$ cat config.mk
export PLATFORM = sky130hd
export DESIGN_NAME = cmir_router
export DESIGN_NICKNAME = d
export VERILOG_FILES = /design/src/cmir_pkg.sv /design/src/cmir_edge_flag.sv /design/src/cmir_perf_counter.sv /design/src/cmir_router.sv
export SDC_FILE = /design/constraint.sdc
export NUM_CORES = 1
export LEC_CHECK = 0
export BUFFER_PORTS_ARGS = -buffer_cell sky130_fd_sc_hd__buf_4
export CORE_MARGIN = 2
export CORE_UTILIZATION = 50
export CTS_BUF_LIST = sky130_fd_sc_hd__clkbuf_8 sky130_fd_sc_hd__clkbuf_16
export CTS_CLUSTER_SIZE = 20
export DETAILED_ROUTE_END_ITERATION = 7
export PLACE_DENSITY = 0.77
export SKIP_LAST_GASP = 1
export SLEW_MARGIN = 30
export SYNTH_ARGS = -nofsm -noshare
export SYNTH_HDL_FRONTEND = slang
export SYNTH_SLANG_ARGS = --single-unit
$ cat constraint.sdc
create_clock -name clock -period 3.52 [get_ports clock]
set_clock_uncertainty 0.05 [all_clocks]
set_input_delay 0.176 -clock clock [delete_from_list [all_inputs] [get_ports clock]]
set_output_delay 0.176 -clock clock [all_outputs]
set_load 0.01 [all_outputs]
$ cat src/cmir_pkg.sv
`default_nettype none

package cmir_pkg;

  // ---------------------------------------------------------------------------
  // Request line numbers
  // ---------------------------------------------------------------------------
  localparam int unsigned LINE_HW_ERROR  = 0;
  localparam int unsigned LINE_STD_IO    = 1;
  localparam int unsigned LINE_EXP_IO    = 2;
  localparam int unsigned LINE_IPI       = 3;
  localparam int unsigned LINE_TIMER     = 4;
  localparam int unsigned LINE_SYS_EVENT = 5;
  localparam int unsigned NUM_LINES      = 6;

  // ---------------------------------------------------------------------------
  // Interrupt clear register bit positions
  // ---------------------------------------------------------------------------
  localparam int unsigned CLR_HW_ERROR   = 0;
  localparam int unsigned CLR_TIMER      = 1;
  localparam int unsigned CLR_IPI        = 2;
  localparam int unsigned CLR_SYS_EVENT  = 3;
  localparam int unsigned CLR_NODE_HALT  = 4;
  localparam int unsigned CLR_SERIAL     = 5;
  localparam int unsigned CLR_PERF0      = 6;
  localparam int unsigned CLR_PERF1      = 7;
  localparam int unsigned CLR_WIDTH      = 8;

  // ---------------------------------------------------------------------------
  // Widths and reset values
  // ---------------------------------------------------------------------------
  localparam int unsigned LOCAL_IO_WIDTH  = 16;
  localparam int unsigned NUM_CPUS        = 2;
  localparam int unsigned PERF_WIDTH      = 16;
  localparam logic [15:0] PERF_LIMIT_RST  = 16'hFFFF;
  localparam logic [5:0]  ENABLE_RST      = 6'h00;

  // ---------------------------------------------------------------------------
  // Interval timer: 976.5625 us at 50 MHz
  // ---------------------------------------------------------------------------
  localparam real         TIMER_PERIOD_US = 976.5625;
  localparam real         CLOCK_MHZ       = 50.0;
  localparam int unsigned TIMER_CYCLES    = int'(TIMER_PERIOD_US * CLOCK_MHZ);
  localparam int unsigned TIMER_WIDTH     = 16;

endpackage : cmir_pkg

`default_nettype wire

$ cat src/cmir_edge_flag.sv
`timescale 1ns/1ps
`default_nettype none

// Sticky pending flag: a set in the same cycle as a clear wins.
module cmir_edge_flag
(
  input  wire logic clock,
  input  wire logic rst_b,
  input  wire logic set,
  input  wire logic clear,
  output var  logic pending_q
);

  logic pending_d;

  assign pending_d = set | (pending_q & ~clear);

  always_ff @(posedge clock)
  begin
    if (!rst_b)
      pending_q <= 1'b0;
    else
      pending_q <= pending_d;
  end

endmodule // cmir_edge_flag

`default_nettype wire

$ cat src/cmir_perf_counter.sv
`timescale 1ns/1ps
`default_nettype none

// Event counter that raises a one-cycle overflow pulse at the programmed limit.
module cmir_perf_counter
(
  input  wire logic                           clock,
  input  wire logic                           rst_b,
  input  wire logic                           enable,
  input  wire logic                           count_event,
  input  wire logic [cmir_pkg::PERF_WIDTH-1:0] limit,
  output var  logic                           overflow_q
);

  logic [cmir_pkg::PERF_WIDTH-1:0] count_q;
  logic [cmir_pkg::PERF_WIDTH-1:0] count_d;
  logic [cmir_pkg::PERF_WIDTH-1:0] count_inc;
  logic                            reached;

  // The event that brings the count up to the limit is the one that fires,
  // so a limit of n interrupts after exactly n events.
  assign count_inc = count_q + 1'b1;
  assign reached   = enable & count_event & (count_inc >= limit);
  assign count_d   = !enable ? '0 :
                     reached ? '0 :
                     count_event ? count_inc : count_q;

  always_ff @(posedge clock)
  begin
    if (!rst_b)
    begin
      count_q    <= '0;
      overflow_q <= 1'b0;
    end
    else
    begin
      count_q    <= count_d;
      overflow_q <= reached;
    end
  end

endmodule // cmir_perf_counter

`default_nettype wire

$ cat src/cmir_router.sv
`timescale 1ns/1ps
`default_nettype none

module cmir_router
(
  input  wire logic                               clock,
  input  wire logic                               rst_b,
  // Shared bus error reporting.
  input  wire logic                               bus_cmd_valid,
  input  wire logic                               bus_cmd_acked,
  input  wire logic                               bus_cmd_from_self,
  input  wire logic                               bus_cmd_from_io,
  input  wire logic                               bus_error_in_b,
  input  wire logic                               dup_tag_parity_error,
  output var  logic                               bus_error_out_b,
  output var  logic                               bus_error_out_en,
  output var  logic                               machine_check_q,
  output var  logic                               uncorrectable_error_q,
  // Local and expansion I/O requests.
  input  wire logic [cmir_pkg::LOCAL_IO_WIDTH-1:0] local_io_request,
  input  wire logic [cmir_pkg::LOCAL_IO_WIDTH-1:0] local_io_clear,
  output var  logic [cmir_pkg::LOCAL_IO_WIDTH-1:0] local_io_pending_q,
  input  wire logic                               expansion_io_request,
  // Interprocessor request register write.
  input  wire logic                               ipi_write,
  input  wire logic [cmir_pkg::NUM_CPUS-1:0]       ipi_target,
  input  wire logic [cmir_pkg::NUM_CPUS-1:0]       cpu_id_onehot,
  // System events.
  input  wire logic                               power_status_change,
  input  wire logic                               panel_halt_request,
  input  wire logic                               node_halt_request,
  input  wire logic                               network_event,
  // Serial line and performance counters.
  input  wire logic                               serial_rx,
  input  wire logic [1:0]                         perf_enable,
  input  wire logic [1:0]                         perf_event,
  input  wire logic [cmir_pkg::PERF_WIDTH-1:0]     perf_limit_0,
  input  wire logic [cmir_pkg::PERF_WIDTH-1:0]     perf_limit_1,
  // Interrupt clear register write and enable mask.
  input  wire logic                               clear_write,
  input  wire logic [cmir_pkg::CLR_WIDTH-1:0]      interrupt_clear_register,
  input  wire logic [cmir_pkg::NUM_LINES-1:0]      hw_irq_enable_mask_reg,
  // Toward the processor core.
  output var  logic [cmir_pkg::NUM_LINES-1:0]      hw_irq_request_level,
  output var  logic                               serial_irq_q,
  output var  logic [1:0]                         perf_irq_q,
  output var  logic [cmir_pkg::CLR_WIDTH-1:0]      pending_status
);

  // ---------------------------------------------------------------------------
  // Clear strobes
  // ---------------------------------------------------------------------------
  function automatic logic clear_bit(input logic wr,
                                     input logic [cmir_pkg::CLR_WIDTH-1:0] data,
                                     input int unsigned pos);
    clear_bit = wr & data[pos];
  endfunction

  logic clr_hw_error;
  logic clr_timer;
  logic clr_ipi;
  logic clr_sys_event;
  logic clr_node_halt;
  logic clr_serial;
  logic clr_perf0;
  logic clr_perf1;

  assign clr_hw_error  = clear_bit(clear_write, interrupt_clear_register, cmir_pkg::CLR_HW_ERROR);
  assign clr_timer     = clear_bit(clear_write, interrupt_clear_register, cmir_pkg::CLR_TIMER);
  assign clr_ipi       = clear_bit(clear_write, interrupt_clear_register, cmir_pkg::CLR_IPI);
  assign clr_sys_event = clear_bit(clear_write, interrupt_clear_register, cmir_pkg::CLR_SYS_EVENT);
  assign clr_node_halt = clear_bit(clear_write, interrupt_clear_register, cmir_pkg::CLR_NODE_HALT);
  assign clr_serial    = clear_bit(clear_write, interrupt_clear_register, cmir_pkg::CLR_SERIAL);
  assign clr_perf0     = clear_bit(clear_write, interrupt_clear_register, cmir_pkg::CLR_PERF0);
  assign clr_perf1     = clear_bit(clear_write, interrupt_clear_register, cmir_pkg::CLR_PERF1);

  // ---------------------------------------------------------------------------
  // Bus error detection
  // ---------------------------------------------------------------------------
  // An unacked command is an invalid address; when this CPU or the I/O module
  // issued it, the shared line is pulled so every CPU sees the error.
  logic unacked_cmd;
  logic drive_error;
  logic hw_error_set;

  assign unacked_cmd  = bus_cmd_valid & ~bus_cmd_acked;
  assign drive_error  = (unacked_cmd & (bus_cmd_from_self | bus_cmd_from_io))
                        | dup_tag_parity_error;
  // Error reports from memory or the I/O module arrive on the shared line.
  assign hw_error_set = drive_error | ~bus_error_in_b;

  always_ff @(posedge clock)
  begin
    if (!rst_b)
    begin
      bus_error_out_b       <= 1'b1;
      bus_error_out_en      <= 1'b0;
      machine_check_q       <= 1'b0;
      uncorrectable_error_q <= 1'b0;
    end
    else
    begin
      bus_error_out_b       <= ~drive_error;
      bus_error_out_en      <= drive_error;
      machine_check_q       <= unacked_cmd & bus_cmd_from_self;
      // Reported as uncorrectable, but nothing is invalidated; the shared line is also pulled and hw_error_q is set.
      uncorrectable_error_q <= dup_tag_parity_error;
    end
  end

  // ---------------------------------------------------------------------------
  // Local I/O pending bits
  // ---------------------------------------------------------------------------
  genvar g;
  generate
    for (g = 0; g < cmir_pkg::LOCAL_IO_WIDTH; g++)
    begin : g_local_io
      cmir_edge_flag u_flag
      (
        .clock     (clock),
        .rst_b     (rst_b),
        .set       (local_io_request[g]),
        .clear     (local_io_clear[g]),
        .pending_q (local_io_pending_q[g])
      );
    end
  endgenerate

  // ---------------------------------------------------------------------------
  // Interval timer
  // ---------------------------------------------------------------------------
  logic [cmir_pkg::TIMER_WIDTH-1:0] timer_q;
  logic [cmir_pkg::TIMER_WIDTH-1:0] timer_d;
  logic                             timer_tick;

  assign timer_tick = (timer_q == cmir_pkg::TIMER_WIDTH'(cmir_pkg::TIMER_CYCLES - 1));
  assign timer_d    = timer_tick ? '0 : timer_q + 1'b1;

  always_ff @(posedge clock)
  begin
    if (!rst_b)
      timer_q <= '0;
    else
      timer_q <= timer_d;
  end

  // ---------------------------------------------------------------------------
  // Serial line change detect
  // ---------------------------------------------------------------------------
  logic serial_rx_q;
  logic serial_change;

  assign serial_change = serial_rx ^ serial_rx_q;

  always_ff @(posedge clock)
  begin
    if (!rst_b)
      serial_rx_q <= 1'b1;
    else
      serial_rx_q <= serial_rx;
  end

  // ---------------------------------------------------------------------------
  // Performance counters
  // ---------------------------------------------------------------------------
  logic [1:0] perf_overflow;

  cmir_perf_counter u_perf0
  (
    .clock       (clock),
    .rst_b       (rst_b),
    .enable      (perf_enable[0]),
    .count_event (perf_event[0]),
    .limit       (perf_limit_0),
    .overflow_q  (perf_overflow[0])
  );

  cmir_perf_counter u_perf1
  (
    .clock       (clock),
    .rst_b       (rst_b),
    .enable      (perf_enable[1]),
    .count_event (perf_event[1]),
    .limit       (perf_limit_1),
    .overflow_q  (perf_overflow[1])
  );

  // ---------------------------------------------------------------------------
  // Sticky pending sources
  // ---------------------------------------------------------------------------
  logic hw_error_q;
  logic timer_q_pend;
  logic ipi_q;
  logic sys_event_q;
  logic node_halt_q;
  logic ipi_set;
  logic sys_event_set;

  assign ipi_set       = ipi_write & |(ipi_target & cpu_id_onehot);
  assign sys_event_set = power_status_change | panel_halt_request
                         | network_event;

  // Each flag merges repeated events while pending; only a 1 written to its
  // clear bit drops it, and a same-cycle event still wins.
  cmir_edge_flag u_hw_error
  (
    .clock     (clock),
    .rst_b     (rst_b),
    .set       (hw_error_set),
    .clear     (clr_hw_error),
    .pending_q (hw_error_q)
  );

  cmir_edge_flag u_timer
  (
    .clock     (clock),
    .rst_b     (rst_b),
    .set       (timer_tick),
    .clear     (clr_timer),
    .pending_q (timer_q_pend)
  );

  cmir_edge_flag u_ipi
  (
    .clock     (clock),
    .rst_b     (rst_b),
    .set       (ipi_set),
    .clear     (clr_ipi),
    .pending_q (ipi_q)
  );

  cmir_edge_flag u_sys_event
  (
    .clock     (clock),
    .rst_b     (rst_b),
    .set       (sys_event_set),
    .clear     (clr_sys_event),
    .pending_q (sys_event_q)
  );

  cmir_edge_flag u_node_halt
  (
    .clock     (clock),
    .rst_b     (rst_b),
    .set       (node_halt_request),
    .clear     (clr_node_halt),
    .pending_q (node_halt_q)
  );

  cmir_edge_flag u_serial
  (
    .clock     (clock),
    .rst_b     (rst_b),
    .set       (serial_change),
    .clear     (clr_serial),
    .pending_q (serial_irq_q)
  );

  cmir_edge_flag u_perf_f0
  (
    .clock     (clock),
    .rst_b     (rst_b),
    .set       (perf_overflow[0]),
    .clear     (clr_perf0),
    .pending_q (perf_irq_q[0])
  );

  cmir_edge_flag u_perf_f1
  (
    .clock     (clock),
    .rst_b     (rst_b),
    .set       (perf_overflow[1]),
    .clear     (clr_perf1),
    .pending_q (perf_irq_q[1])
  );

  // ---------------------------------------------------------------------------
  // Request line assembly
  // ---------------------------------------------------------------------------
  // The mask is applied here so a non-primary CPU with line 1 masked never
  // sees local I/O; pending bits still accumulate underneath the mask.
  logic [cmir_pkg::NUM_LINES-1:0] raw_lines;

  assign raw_lines[cmir_pkg::LINE_HW_ERROR]  = hw_error_q;
  assign raw_lines[cmir_pkg::LINE_STD_IO]    = |local_io_pending_q;
  assign raw_lines[cmir_pkg::LINE_EXP_IO]    = expansion_io_request;
  assign raw_lines[cmir_pkg::LINE_IPI]       = ipi_q;
  assign raw_lines[cmir_pkg::LINE_TIMER]     = timer_q_pend;
  assign raw_lines[cmir_pkg::LINE_SYS_EVENT] = sys_event_q | node_halt_q;

  assign hw_irq_request_level = raw_lines & hw_irq_enable_mask_reg;

  assign pending_status = {perf_irq_q[1], perf_irq_q[0], serial_irq_q, node_halt_q,
                           sys_event_q, ipi_q, timer_q_pend, hw_error_q};

endmodule // cmir_router

`default_nettype wire

Yosys cells after proc, flatten, opt, wreduce, memory -nomap -nowiden
Index checks and enable logic that the tools add are counted.
- $add $sub $neg: 3
- $lt $le $gt $ge: 2
- equality and inequality tests: 1
- bitwise gates (word level): 103
- reductions and logical operators: 5
- operator list (cell ; count):
    $add 16x1->16 const B ; 3
    $and 1x1->1 ; 40
    $ge 16x16->1 ; 2
    $not 1->1 ; 30
    $or 1x1->1 ; 30
    $eq 16x16->1 const B ; 1
    $reduce_or 16->1 ; 1
    $and 6x6->6 ; 1
    $reduce_or 3->1 ; 2
    $reduce_or 2->1 ; 2
    $and 2x2->2 ; 1
    $xor 1x1->1 ; 1
- register bits after elaboration: 79
- bits of input ports: 102
- output and inout bits: 37

Depth between registers and ports, before layout
- word-level depth: 6
- mapped depth: 14
- gate-level depth less buffers: 11

By module
Synthesis repeated with hierarchy kept, for this count alone.
- cells, all modules: 549
- area, all modules: 4951.0 um^2
- by module, submodules not included (module ; times used ; cells an instance ; area an instance (um^2)):
    cmir_perf_counter (u_perf0) ; 1 ; 176 ; 1446.4
    cmir_perf_counter (u_perf1) ; 1 ; 176 ; 1431.4
    cmir_router ; 1 ; 125 ; 1082.3
    cmir_edge_flag ; 24 ; 3 ; 41.3

Least setup slack after synthesis
No wires, ideal clock.
- path type: flip-flop to flip-flop
- start: register u_perf1.count_q[2] (netlist bit)
- end: register u_perf1.count_q[10] (netlist bit)
- arrival time: 2.619 ns
- required time: 3.355 ns
- slack: 0.737 ns
- cell stages (with the launch flop): 14
- path buffers: 2
- clock period less this slack: 2.783 ns
- cell sequence: dfxtp_1 buf_2 and3_1 and3_1 nand2_1 nor3_1 xor2_1 ha_1 nand4_2 a211o_1 o31a_1 a21oi_4 buf_6 nor2_1
- word-level cells in the longest chain between the ends: 4
- ends and longest elaborated chain (element ; RTL line ; text):
    from (decl) ; cmir_perf_counter.sv:15 ; logic [cmir_pkg::PERF_WIDTH-1:0] count_q;
    from (signal assigned) ; cmir_perf_counter.sv:37 ; count_q <= count_d;
    $add 16x1->16 ; cmir_perf_counter.sv:22 ; assign count_inc = count_q + 1'b1;
    via u_perf1.count_inc (one bit) ; cmir_perf_counter.sv:17 ; logic [cmir_pkg::PERF_WIDTH-1:0] count_inc;
    $ge 16x16->1 ; cmir_perf_counter.sv:23 ; assign reached = enable & count_event & (count_inc >= limit);
    $and 1x1->1 ; cmir_perf_counter.sv:23 ;
    $reduce_or 3->1 (no line) ; - ;
The timed path passes the listed nets, and every way through them passes these cells.
A chain may end at the register's enable or synchronous reset.

Final worst setup path
- start: register u_perf1.count_q[2] (netlist bit)
- end: register u_perf1.count_q[2] (netlist bit)
The elaborated chain is that of the path after synthesis.

==> reports/qor.tcl <==
set qor(status) {finished clean}
set qor(gp_congestion) 0.830
set qor(finalWirelength_um) 11100
set qor(yosys.cell_types.count) 44
set qor(htreeDepth) 3
set qor(groute.layer.met1.usage_pct) 26.2
set qor(register_area_um2) 1580
set qor(postSynthCellCount) 554
set qor(post_drt_via_cell_ratio) 5.14
set qor(clkLatencyLatePin_ps) 350
set qor(worst-endpoint-arrival_ps) 3350
set qor(yosys-top-cells-area) {sky130_fd_sc_hd__dfxtp_1 34%, sky130_fd_sc_hd__ha_1 9.4%, sky130_fd_sc_hd__xor2_1 7.5%}
set qor(ys_ff_latch) 79
set qor(grt_antenna_before_repair) 0
set qor(fillCellCount) 776
set qor(power_per_cell_area_nw_per_um2) 314
set qor(floorplan.initialDensity_pct) 51.0
set qor(synthSimpleGateAreaFrac_pct) 25.5
set qor(drt_iter0_drc) 151
set qor(grt_first_pass_wirelength_um) 17700
set qor(syn_nets) 691
set qor(crit_required_ps) 3690
set qor(synth_area_leader) {sky130_fd_sc_hd__dfxtp_1}
set qor(achievable-frequency_ghz) 0.314
set qor(fp.dieH_um) 100
set qor(p_leak_uw) 0.00277
set qor(worst_setup_hold_path_clk_slew_ps) 80
set qor(rsz0062_at_grt) {no}
set qor(grt_use_total_pct) 21.8
set qor(area_fraction_in_compound_gates_after_synthesis_pct) 7.97
set qor(insertedDiodeCount) 0
set qor(cts-buffers-inserted) 9
set qor(core_occupancy_in_the_finished_layout_pct) 65.0
set qor(grt_remaining_overflow) 0
set qor(synth_xor_area_share_pct) 13.4
set qor(post-route-cell-area_um2) 5920
set qor(layout-drive-gt1-share_pct) 23.0
set qor(hold-worst-slack_ps) 39.1
set qor(post-cts-setup-buffers) 0
set qor(drv.max_cap_violation_count) 0
set qor(yosysWarnings) 0
set qor(relSlewSlack_pct) 65.9
set qor(multi_input_comb_area_um2) 2630
set qor(fp.dieW_um) 100
set qor(synth_area_um2) 4650
set qor(criticalPathCategory) {reg -> reg}
set qor(via_count_of_the_first_global_routing_pass) 3930
set qor(post_synth_fa_ha_maj_area_fraction_pct) 9.42
set qor(grt_start_max_net_pins) 36
set qor(synth_top_family_by_area) {simple AND/OR/NAND/NOR gates}
set qor(io_pins) 139
set qor(synth.area.mux_share_pct) 0.431
set qor(synth-main-ff-cell) {sky130_fd_sc_hd__dfxtp_1}
set qor(global_route.peak_usage_layer) {met2}
set qor(final_min_period_over_clock_period_pct) 90.5
set qor(layout.cells.non_filler) 793
set qor(post_cts.resized_instances) 0
set qor(clkSinkCount) 79
set qor(cts_hold_repair.buffers) 20
set qor(timing.critical_path.to_type) {flop}
set qor(route.detailed.wl_per_inst_um) 14.0
set qor(synth-edff-count) 0
set qor(layout_min_cycle_time_ps) 3190
set qor(synth_common_cells) {79 x sky130_fd_sc_hd__dfxtp_1, 62 x sky130_fd_sc_hd__nor2_1, 43 x sky130_fd_sc_hd__nand2_1, 40 x sky130_fd_sc_hd__xor2_1}
set qor(worst_pin_slew_ps) 499
set qor(post_synth.cell_area_avg_um2) 8.39
set qor(iteration_count_of_the_initial_detailed_routing_pass) 4
set qor(core-area_um2) 9110
set qor(regToRegSetupSlack_ps) 330
set qor(final_max_slew_viol_count) 0
set qor(cts_tree) {built}
set qor(synth.most_common_cell) {sky130_fd_sc_hd__dfxtp_1}
set qor(numnets_final) 814
set qor(detailroute.via_count) 4075
set qor(finalHoldViolCount) 0
set qor(cts.path.max_buffers) 2
set qor(setup_total_negative_slack_ps) 0
set qor(route.detailed.drc) 0
set qor(crit_path_start_kind) {flop}
set qor(fp.dieArea_um2) 10100
set qor(io_buffer_count) 138
set qor(asyncSetResetFlopFracSynth_pct) 0
set qor(area_after_detailed_placement_um2) 5530
set qor(floorplan.rows) 35
set qor(cts_root_buffer) {sky130_fd_sc_hd__clkbuf_8}
set qor(place.detailed.instances) 757
set qor(setup_viol) 0
set qor(min-delay-path-class) {in -> reg}
set qor(synth_seq_area_share_pct) 34.0
set qor(globalRouteMet3Util_pct) 3.48
set qor(synth_top_area_share_pct) 34.0
set qor(timing.critical_path.fanout_max) 15
set qor(synthToLayoutAreaGrowth_pct) 27.4
set qor(dp.final_hpwl_um) 8390
set qor(worst_ir_drop_vdd_uv) 201
set qor(met2_global_route_usage_pct) 39.8
set qor(antenna_violating_nets_post_route) 0
## per-layer routing
layer / wire, µm / vias to the layer above
met1: 4880 / 1873
met3: 573 / 9
met5: 0 / -
met2: 5520 / 112
li1: - / 2081
met4: 111 / 0
## layout make-up
type | instances | area share (%)
multi-input combinational | 393 | 44.5
sequential | 79 | 26.7
timing repair buffer | 159 | 21.0
tap | 111 | 2.35
inverter | 35 | 2.22
clock buffer | 9 | 2.09
clock inverter | 7 | 1.12
## metrics by stage
| step | power (µW) | worst slack, ps |
|---|---|---|
| after global routing | 1950 | 89.9 |
| after global placement | 1200 | 499 |
| after detailed placement | 1200 | 348 |
| final | 1860 | 333 |
| after floorplan | 1080 | 737 |
| after CTS | 1880 | 340 |
## cells by family (layout without fill, tap and decap cells)
group           after synthesis  in the layout
mux                           2              2
simple gates                233            233
buf+inv                      82            210
xor+xnor                     71             71
fa+ha+maj                    35             35
compound gates               52             52
flops                        79             79
## state kept, by name, summed over array words and instances (netlist names), 16 cells and up
register	cells
timer_q	16
u_perf0.count_q	16
g_local_io.u_flag.pending_q	16
u_perf1.count_q	16
## placed cells by master (no fill, tap or decap), types with 5 or more instances in the layout
cell,n
sky130_fd_sc_hd__nand2_1,43
sky130_fd_sc_hd__nor2b_1,21
sky130_fd_sc_hd__xnor2_1,31
sky130_fd_sc_hd__nor4_1,8
sky130_fd_sc_hd__dfxtp_1,79
sky130_fd_sc_hd__o21ai_0,5
sky130_fd_sc_hd__inv_1,37
sky130_fd_sc_hd__nand3_1,30
sky130_fd_sc_hd__and3_1,15
sky130_fd_sc_hd__nand4_1,15
sky130_fd_sc_hd__o21a_1,17
sky130_fd_sc_hd__ha_1,35
sky130_fd_sc_hd__a21oi_1,14
sky130_fd_sc_hd__and4_1,8
sky130_fd_sc_hd__and2_1,11
sky130_fd_sc_hd__buf_4,139
sky130_fd_sc_hd__nor2_1,62
sky130_fd_sc_hd__xor2_1,40
sky130_fd_sc_hd__nand2b_1,5
sky130_fd_sc_hd__dlygate4sd3_1,20
sky130_fd_sc_hd__clkbuf_8,9
sky130_fd_sc_hd__nor3_1,9
## final timing paths
path                                end                from  depth (start not counted)
setup reg to reg     u_perf1.count_q[2]  u_perf1.count_q[2]                         11
hold reg to reg              timer_q[0]          timer_q[0]                          1
setup / recovery     u_perf1.count_q[2]  u_perf1.count_q[2]                         11
hold / removal    u_node_halt.pending_q   node_halt_request                          3
## where the power goes
part           leakage (µW)  internal, µW  switching (µW)
clock             0.0000978           323             336
sequential         0.000645           917            19.6
combinational       0.00203           159             105
## worst max-delay path, cell delays in order (launching register included)
cell                      delay (ps)
sky130_fd_sc_hd__dfxtp_1         460
sky130_fd_sc_hd__and3_1          240
sky130_fd_sc_hd__and3_1          220
sky130_fd_sc_hd__nand2_1         140
sky130_fd_sc_hd__nor3_1          260
sky130_fd_sc_hd__xor2_1          100
sky130_fd_sc_hd__ha_1            340
sky130_fd_sc_hd__nand4_2         160
sky130_fd_sc_hd__a211o_1         260
sky130_fd_sc_hd__o31a_1          350
sky130_fd_sc_hd__a21oi_4         360
sky130_fd_sc_hd__nor2_1          110
(Power assumes the default switching activity.)
